--- src/hspc_defs.vh ---
// Constants for the host serial port configuration block
`ifndef HSPC_DEFS_VH
`define HSPC_DEFS_VH
`define HSPC_SEL_SLAVE 2'h0
`define HSPC_SEL_MASTER 2'h3
`define HSPC_SEL_RESET 2'h0
`define HSPC_ADDR_BASE 7'h50
`define HSPC_CLK_HZ 25000000
`define HSPC_SCL_HZ 100000
`define HSPC_SCL_HALF ((`HSPC_CLK_HZ / `HSPC_SCL_HZ) / 2)
`define HSPC_ROM_ADDR 7'h50
`define HSPC_ROM_BYTES 8
`endif

--- src/hspc_top.v ---
// Host serial port pin logic: mode straps, slave address, EEPROM master, interrupt pin
`timescale 1ns/1ps
`include "hspc_defs.vh"

// Notes on behaviour
// - Mode straps sampled while reset active, loaded as host port select bits.
// - Select 00 means serial slave; codes 01 and 10 are reserved.
// - Select 11 makes device bus master, loading configuration from EEPROM.
// - Master mode: upper strap pin drives the bus clock out.
// - Master mode: lower strap pin is open-drain data, driven low and sampled.
// - Slave mode: address bits 2 and 1 come from the address straps.
// - Slave mode: data pin shared open-drain, each side only pulls low.
// - Device provides an open-drain interrupt request output pin.
module hspc_top #(
    parameter SCL_HALF = `HSPC_SCL_HALF,
    parameter ROM_BYTES = `HSPC_ROM_BYTES
) (
    // Clock and reset
    input wire i_mclk,
    input wire i_rst,
    // Mode strap pins, reused in master mode
    input wire i_mode1,
    output reg o_mode1,
    output reg o_mode1_oe_n,
    input wire i_mode0,
    output reg o_mode0,
    output reg o_mode0_oe_n,
    // Address straps
    input wire i_addr2,
    input wire i_addr1,
    // Slave bus pins
    input wire i_slave_scl,
    input wire i_slave_sda,
    output reg o_slave_sda,
    output reg o_slave_sda_oe_n,
    // Slave-side pull request from the register core
    input wire i_slave_pull_low,
    // Interrupt
    input wire i_event_pending,
    input wire i_event_enable,
    output reg o_int_req,
    output reg o_int_req_oe_n,
    // Status toward the core
    output reg [1:0] o_sel,
    output reg [6:0] o_slave_addr,
    output reg o_slave_scl,
    output reg o_slave_sda_in,
    output reg o_cfg_valid,
    output reg [7:0] o_cfg_data,
    output reg o_cfg_done,
    output reg o_cfg_error
);
    localparam ST_IDLE = 3'h0;
    localparam ST_START = 3'h1;
    localparam ST_BIT = 3'h2;
    localparam ST_STOP = 3'h3;
    localparam ST_DONE = 3'h4;

    // Two-stage synchronisers; only stage two is read
    reg [5:0] sync1;
    reg [5:0] sync2;
    always @(posedge i_mclk) begin
        sync1 <= {i_mode1, i_mode0, i_addr2, i_addr1, i_slave_scl, i_slave_sda};
        sync2 <= sync1;
    end
    wire s_mode1 = sync2[5];
    wire s_mode0 = sync2[4];
    // Base address kept as a named vector so only its upper four bits are taken
    wire [6:0] addr_base = `HSPC_ADDR_BASE;

    // Straps tracked throughout reset, frozen at release
    always @(posedge i_mclk) begin
        if (i_rst) begin
            o_sel <= {s_mode1, s_mode0};
            o_slave_addr <= {addr_base[6:3], sync2[3], sync2[2], 1'b0};
        end
    end
    wire is_master = (o_sel == `HSPC_SEL_MASTER);
    wire is_slave = (o_sel == `HSPC_SEL_SLAVE);

    // Slave path: clock pin is input only, data pulled low or released
    always @(posedge i_mclk) begin
        if (i_rst) begin
            o_slave_scl <= 1'b1;
            o_slave_sda_in <= 1'b1;
            o_slave_sda <= 1'b0;
            o_slave_sda_oe_n <= 1'b1;
        end else begin
            o_slave_scl <= sync2[1];
            o_slave_sda_in <= sync2[0];
            o_slave_sda <= 1'b0;
            o_slave_sda_oe_n <= ~(is_slave & i_slave_pull_low);
        end
    end

    // EEPROM reader: start, address, read bytes with ack, nack last, stop
    reg [2:0] state;
    reg [15:0] tick;
    reg [1:0] phase;
    reg [3:0] bitn;
    reg [7:0] shreg;
    reg addr_phase;
    reg [7:0] nbytes;
    reg scl_drv;
    reg sda_low;
    localparam [31:0] TICK_LAST = SCL_HALF - 1;
    localparam [31:0] BYTE_LAST = ROM_BYTES - 1;
    // Counters are widened rather than the limits cut, so a large setting cannot alias
    wire tick_end = ({16'h0000, tick} == TICK_LAST);
    wire last_byte = ({24'h000000, nbytes} == BYTE_LAST);
    always @(posedge i_mclk) begin
        if (i_rst) begin
            state <= ST_IDLE;
            tick <= 16'h0000;
            phase <= 2'h0;
            bitn <= 4'h0;
            shreg <= 8'h00;
            addr_phase <= 1'b1;
            nbytes <= 8'h00;
            scl_drv <= 1'b1;
            sda_low <= 1'b0;
            o_cfg_valid <= 1'b0;
            o_cfg_data <= 8'h00;
            o_cfg_done <= 1'b0;
            o_cfg_error <= 1'b0;
        end else begin
            o_cfg_valid <= 1'b0;
            tick <= tick_end ? 16'h0000 : tick + 16'h0001;
            case (state)
                ST_IDLE: begin
                    if (is_master && tick_end) begin
                        sda_low <= 1'b1;
                        state <= ST_START;
                    end
                end
                ST_START: begin
                    if (tick_end) begin
                        scl_drv <= 1'b0;
                        shreg <= {`HSPC_ROM_ADDR, 1'b1};
                        bitn <= 4'h0;
                        phase <= 2'h0;
                        state <= ST_BIT;
                    end
                end
                ST_BIT: begin
                    if (tick_end) begin
                        phase <= phase + 2'h1;
                        if (phase == 2'h0) begin
                            // Data changes while the clock is low
                            if (bitn < 4'h8)
                                sda_low <= addr_phase ? ~shreg[7] : 1'b0;
                            else
                                sda_low <= ~addr_phase & ~last_byte;
                        end else if (phase == 2'h1) begin
                            scl_drv <= 1'b1;
                        end else begin
                            scl_drv <= 1'b0;
                            phase <= 2'h0;
                            if (bitn < 4'h8) begin
                                shreg <= {shreg[6:0], s_mode0};
                                bitn <= bitn + 4'h1;
                            end else begin
                                bitn <= 4'h0;
                                if (addr_phase) begin
                                    addr_phase <= 1'b0;
                                    if (s_mode0) begin
                                        o_cfg_error <= 1'b1;
                                        state <= ST_STOP;
                                    end
                                end else begin
                                    o_cfg_valid <= 1'b1;
                                    o_cfg_data <= shreg;
                                    nbytes <= nbytes + 8'h01;
                                    if (last_byte)
                                        state <= ST_STOP;
                                end
                            end
                        end
                    end
                end
                ST_STOP: begin
                    if (tick_end) begin
                        phase <= phase + 2'h1;
                        if (phase == 2'h0)
                            sda_low <= 1'b1;
                        else if (phase == 2'h1)
                            scl_drv <= 1'b1;
                        else begin
                            sda_low <= 1'b0;
                            state <= ST_DONE;
                        end
                    end
                end
                ST_DONE: begin
                    o_cfg_done <= 1'b1;
                end
                default: begin
                    state <= ST_IDLE;
                end
            endcase
        end
    end

    // Strap pins stay released outside master mode so the straps read true
    always @(posedge i_mclk) begin
        if (i_rst) begin
            o_mode1 <= 1'b1;
            o_mode1_oe_n <= 1'b1;
            o_mode0 <= 1'b0;
            o_mode0_oe_n <= 1'b1;
        end else begin
            o_mode1 <= scl_drv;
            o_mode1_oe_n <= ~is_master;
            o_mode0 <= 1'b0;
            o_mode0_oe_n <= ~(is_master & sda_low);
        end
    end

    // Interrupt pin driven low only while an enabled event pends
    always @(posedge i_mclk) begin
        if (i_rst) begin
            o_int_req <= 1'b0;
            o_int_req_oe_n <= 1'b1;
        end else begin
            o_int_req <= 1'b0;
            o_int_req_oe_n <= ~(i_event_pending & i_event_enable);
        end
    end
endmodule // hspc_top

--- config.mk ---
export PLATFORM = sky130hd
export DESIGN_NAME = hspc_top
export DESIGN_NICKNAME = d
export VERILOG_FILES = /design/src/hspc_top.v
export VERILOG_INCLUDE_DIRS = /design/src
export SDC_FILE = /design/constraint.sdc
export NUM_CORES = 1
export LEC_CHECK = 0
export BUFFER_PORTS_ARGS = -buffer_cell sky130_fd_sc_hd__buf_2
export CAP_MARGIN = 0
export CELL_PAD_IN_SITES_DETAIL_PLACEMENT = 1
export CELL_PAD_IN_SITES_GLOBAL_PLACEMENT = 1
export CORE_MARGIN = 2
export CORE_UTILIZATION = 47
export CTS_CLUSTER_DIAMETER = 30
export DETAILED_ROUTE_END_ITERATION = 10
export GPL_TIMING_DRIVEN = 0
export PLACE_DENSITY = 0.79
export SYNTH_ARGS = -nofsm -noshare
export SYNTH_HDL_FRONTEND = slang
export SYNTH_SLANG_ARGS = --single-unit
export TNS_END_PERCENT = 1
--- constraint.sdc ---
create_clock -name i_mclk -period 4.8 [get_ports i_mclk]
set_input_delay 0.72 -clock i_mclk [delete_from_list [all_inputs] [get_ports i_mclk]]
set_output_delay 0.72 -clock i_mclk [all_outputs]
set_load 0.05 [all_outputs]
# Word-level counts from Yosys, hierarchy flattened
# Cells that the tools add are included.
# word_totals
ff_bits	78
in_bits	11
output_inout_bits	30
elab_cells	136
# classes
addsub	4
magnitude_cmp	1
n_eq_ne	23
n_mux	49
bitwise	17
reduce_logical	18
# op_table
operator	n
two-way mux 8 bit	5
two-way mux 3 bit	12
inequality test 2 bit, second input constant	12
two-way mux 4 bit	5
AND reduction 6 bit	3
adder 16 x 1 -> 16 bit, second input constant	1
== test 16 x 7 -> 1 bit, second input constant	1
two-way mux 1 bit	16
one-hot mux 8 bit (2 select lines)	1
one-hot mux 3 bit (5 select lines)	1
AND reduction 7 bit	2
inverter 1 bit	13
AND reduction 12 bit	1
two-way mux 2 bit	5
AND reduction 5 bit	2
inequality test 3 bit, second input constant	3
adder 8 x 1 -> 8 bit, second input constant	1
== test 8 x 3 -> 1 bit, second input constant	1
one-hot mux 4 bit (2 select lines)	1
== test 3 x 2 -> 1 bit, second input constant	2
one-hot mux 1 bit (3 select lines)	2
one-hot mux 2 bit (3 select lines)	1
nonzero test 3 bit	2
OR reduction 6 bit	1
14 further kinds	18

# Longest topological paths before layout
# depth
depth_word	8
mapped_depth	8
mapped_depth_nobuf	6

# Least setup slack after synthesis
# No wires, ideal clock.
# synth_timing
path_type	reg2reg
from	register tick[0]
to	register shreg[4]
setup_time_ns	0.121
t_arrival_ns	2.327
slack_ns	2.352
stages_incl_launch_ff	8
period_less_slack_ns	2.448
path_cell_list	dfxtp_1 -> inv_1 -> ha_1 -> or3b_2 -> or4_1 -> buf_2 -> nor3_4 -> mux2_4
# synth_between
elab_chain_len	3
# synth_lines
item	line	source
from (decl)	hspc_top.v:98	reg [15:0] tick;
from (signal assigned)	hspc_top.v:128	tick <= tick_end ? 16'h0000 : tick + 16'h0001;
== test 16 x 7 -> 1 bit (*)	hspc_top.v:109	wire tick_end = ({16'h0000, tick} == TICK_LAST);
inequality test 2 bit (no line)	n/a	
AND reduction 6 bit (no line) (*)	n/a	
to (signal assigned)	hspc_top.v:139	shreg <= {`HSPC_ROM_ADDR, 1'b1};
to (signal assigned)	hspc_top.v:160	shreg <= {shreg[6:0], s_mode0};
to (decl)	hspc_top.v:101	reg [7:0] shreg;
# Every way passes the cells marked *; elsewhere a longest branch is shown, timed or not.
# A chain may end at the register's enable or synchronous reset.

# Final worst setup path
# layout_timing
from	register state[1]
to	register nbytes[3]
# layout_between
elab_chain_len	2
# layout_lines
item	line	source
from (decl)	hspc_top.v:97	reg [2:0] state;
from (signal assigned)	hspc_top.v:113	state <= ST_IDLE;
from (signal assigned)	hspc_top.v:133	state <= ST_START;
from (signal assigned)	hspc_top.v:142	state <= ST_BIT;
== test 3 x 2 -> 1 bit	hspc_top.v:129	case (state)
AND reduction 6 bit (no line)	n/a	
to (signal assigned)	hspc_top.v:173	nbytes <= nbytes + 8'h01;
to (decl)	hspc_top.v:103	reg [7:0] nbytes;
# No other way between the ends.

==> qor.csv <==
stage,metric,value,unit
synthesis,ys_ff_latch,78,
synthesis,async_reset_ff_share,0,%
setup_path,timing.critical_path.mode_cell,clkbuf_1,
setup_path,critPathArrivalTime,3.22,ns
route,drt-pass1-iter-count,4,
place,dp_hpwl,5760,um
synthesis,synth_edf_count,4,
synthesis,synth_area,3360,um^2
route,finalWirelength,8140,um
floorplan,die_x,88.5,um
layout,syn2layout_area_growth,14.9,%
clock_network,clock_sinks,78,
worst_hold_path,min_to,sync2[0]$_DFF_P_,
setup_path,reg2reg_to,nbytes[3]$_SDFFE_PP0P_,
clock_network,cts_tree,done,
pwr,totalPowerFinal,1.23,mW
setup_path,timing.rr.start,state[1]$_SDFFE_PP0P_,
sta,period_minus_slack,3.00,ns
route,num_vias,2774,
layout,finalNonFillerCells,507,
global_route,met1_usage,28.4,%
sta,finClkSkew,0.0143,ns
status,status,completed,
synthesis,synth_area_leader_cell,dfxtp_1,
setup_path,cpMaxStageDelayCell,nor3b_1,
synthesis,yosys_most_used_dff,dfxtp_1,
pwr,p_leak,1.43,nW
clock_network,clkTransAtPathRegs,0.08,ns
global_route,grt_usage,22.3,%
clock_network,insertion_delay,0.36,ns
global_route,use_met3,5.22,%
global_route,antenna_found_initial,0,
setup_path,crit_fanout,10,
global_route,grt_pass1_vias,2836,
run,drv_cap,0,
setup_path,worstRegToRegCells,6,
setup_path,ff2ff_setup_slack,1.81,ns
pwr,powerDensity,318,nW/um^2
sta,grt_setup_unrepaired,false,
global_route,grt_pass1_wl,13500,um
sta,drv_slew,0,
setup_path,required,5.02,ns
sta,fmax,334,MHz
route,routed_via_density,5.47,
floorplan,die_h,88.5,um
floorplan,ioPinCount,41,
synthesis,syn_inst,357,
clock_network,cts_made_buffers,9,
synthesis,synth.avg_cell_area,9.41,um^2
sta,tightest_slew,1.14,ns
worst_hold_path,hold_path_depth,0,
sta,tns,0,ns
worst_hold_path,min_from,sync1[0]$_DFF_P_,
floorplan,core,6870,um^2
clock_network,ctsResizeCount,0,
sta,setup_viol,0,
clock_network,cts_htree_levels,3,
setup_path,cp-start-kind,register,
setup_path,path_buf_inv,2,
route,dr.first_iter.drc_count,110,
clock_network,root_buffer,clkbuf_8,
place,gp_routability_congestion,0.784,
synthesis,netlist_top_cells_area,"dfxtp_1, edfxtp_1, nor2_1",
route,wire_per_inst,16.1,um
worst_hold_path,hp-class,reg -> reg,
layout,diodes,0,
clock_network,ctsHoldBuffers,0,
place,io_buffer_count,32,
synthesis,synth_seq_area_share,47.7,%
floorplan,start_util,48.9,%
global_route,grt_max_degree,15,
floorplan,row_count,30,
layout,final_nets,425,
setup_path,crit_chain,"clkbuf_1, nor3b_1, nand3_1, clkbuf_1, o311ai_0, o41ai_1",
sta,maxSlewHeadroom,23.5,%
clock_network,cts_setup_buffers,0,
synthesis,synth.distinct_cells,53,
route,drc_errors,0,
place,dp_cells,491,
global_route,gr-total-overflow,0,
layout,drive_above_1_share,19.7,%
global_route,grt_util_met2,37.3,%
setup_path,critPathTopFamily,simple AND/OR/NAND/NOR gates,
clock_network,clockBufferDepth,2,
synthesis,netlist.area_leader.share,44.1,%
sta,hold_viol,0,
synthesis,ys_warn_count,0,
route,antenna_left,0,
pwr,vdd_drop_max,0.000191,V
global_route,grt-busiest-layer,met2,
setup_path,end_kind,register,
setup_path,timing_worst_setup_path_type,reg -> reg,
sta,period_share,62.4,%
setup_path,slowest_delay,0.83,ns
floorplan,dieArea,7840,um^2
[worst register-to-register path: stages (launching register included)]
cell and delay [ns]:
dfxtp_1 0.31, clkbuf_1 0.32, nor3b_1 0.83, nand3_1 0.52, clkbuf_1 0.37, o311ai_0 0.38, o41ai_1 0.12
[cell type report]
type | count | area (um^2)
Multi-Input combinational cell | 244 | 1590
Clock buffer | 9 | 124
Tap cell | 96 | 120
Clock inverter | 7 | 73.8
Timing Repair Buffer | 32 | 160
Buffer | 28 | 139
Inverter | 13 | 48.8
Fill cell | 810 | 3010
Sequential cell | 78 | 1600
[metal layers]
metal | vias up | wire [um]
met5 | - | 0
met4 | 0 | 121
met3 | 12 | 300
met2 | 49 | 3870
met1 | 1347 | 3840
li1 | 1366 | -
[worst max path at each step]
stage	from	endpoint	slack, ns	depth (start not counted)
finish	state[1]$_SDFFE_PP0P_	nbytes[3]$_SDFFE_PP0P_	1.81	6
global route	state[1]$_SDFFE_PP0P_	nbytes[3]$_SDFFE_PP0P_	1.55	6
CTS	state[1]$_SDFFE_PP0P_	nbytes[3]$_SDFFE_PP0P_	1.88	6
detailed placement	state[1]$_SDFFE_PP0P_	nbytes[7]$_SDFFE_PP0P_	1.94	5
global placement	state[1]$_SDFFE_PP0P_	nbytes[7]$_SDFFE_PP0P_	1.96	5
floorplan	tick[0]$_SDFF_PP0_	shreg[4]$_SDFFE_PP0P_	2.35	7
[cells in the mapped netlist (3+ instances only)]
library cell and number:
nor3_1 9, a31o_2 6, nor2b_1 12, buf_2 3, nor4_1 16, ha_1 8, dfxtp_1 74, xnor2_1 12
inv_1 13, o31ai_1 6, and3_1 5, o21ai_0 10, clkbuf_1 15, nand3_1 16, nand2_1 19, nand4_1 11
or2_2 4, mux2i_1 8, a21oi_1 11, nor2_1 32, or4_1 8, buf_4 8, mux2_2 6, edfxtp_1 4
[state kept, by name, indices dropped and copies added (netlist names), 2 cells and up]
register      cells
bitn              4
nbytes            8
o_cfg_data        8
o_sel             2
o_slave_addr      2
phase             2
shreg             8
state             3
sync1             6
sync2             6
tick             16
[cells by family (layout without fill, tap and decap cells)]
| logic type | count (synthesis) | after routing | share of synthesized area, % |
|---|---|---|---|
| adders and majority gates | 8 | 8 | 2.98 |
| other | 2 | 8 | 0.224 |
| and+or+nand+nor | 147 | 147 | 24.2 |
| xor gates and xnor gates | 14 | 14 | 3.65 |
| DFF | 78 | 78 | 47.7 |
| buffers and inverters | 41 | 89 | 5.59 |
| muxes | 16 | 16 | 5.29 |
| AOI/OAI and AO/OA | 51 | 51 | 10.4 |
[per-stage QoR]
step | area [um^2] | utilization, % | setup WS (ns) | hold WS (ns)
after detailed placement | 3660 | 53.3 | 1.94 | 0.313
after global routing | 3860 | 56.2 | 1.55 | 0.337
after floorplan | 3380 | - | 2.35 | 0.310
after CTS | 3860 | 56.2 | 1.88 | 0.333
final | 3860 | 56.2 | 1.81 | 0.331
after global placement | 3660 | 53.3 | 1.96 | 0.310
[power breakdown]
| group | total, mW | internal [mW] | switching, mW |
|---|---|---|---|
| sequential | 0.668 | 0.663 | 0.00509 |
| clock | 0.493 | 0.242 | 0.251 |
| combinational | 0.0660 | 0.0177 | 0.0483 |
[layout by cell type, fill, tap and decap left out, drive strengths merged, types with 12 or more instances in the layout]
cell type	count
nand3	16
clkbuf	24
dfxtp	74
nor4	17
inv	14
buf	45
nand2	19
xnor2	12
nor2b	12
nor2	32
Power figures use the tool's default switching activity.
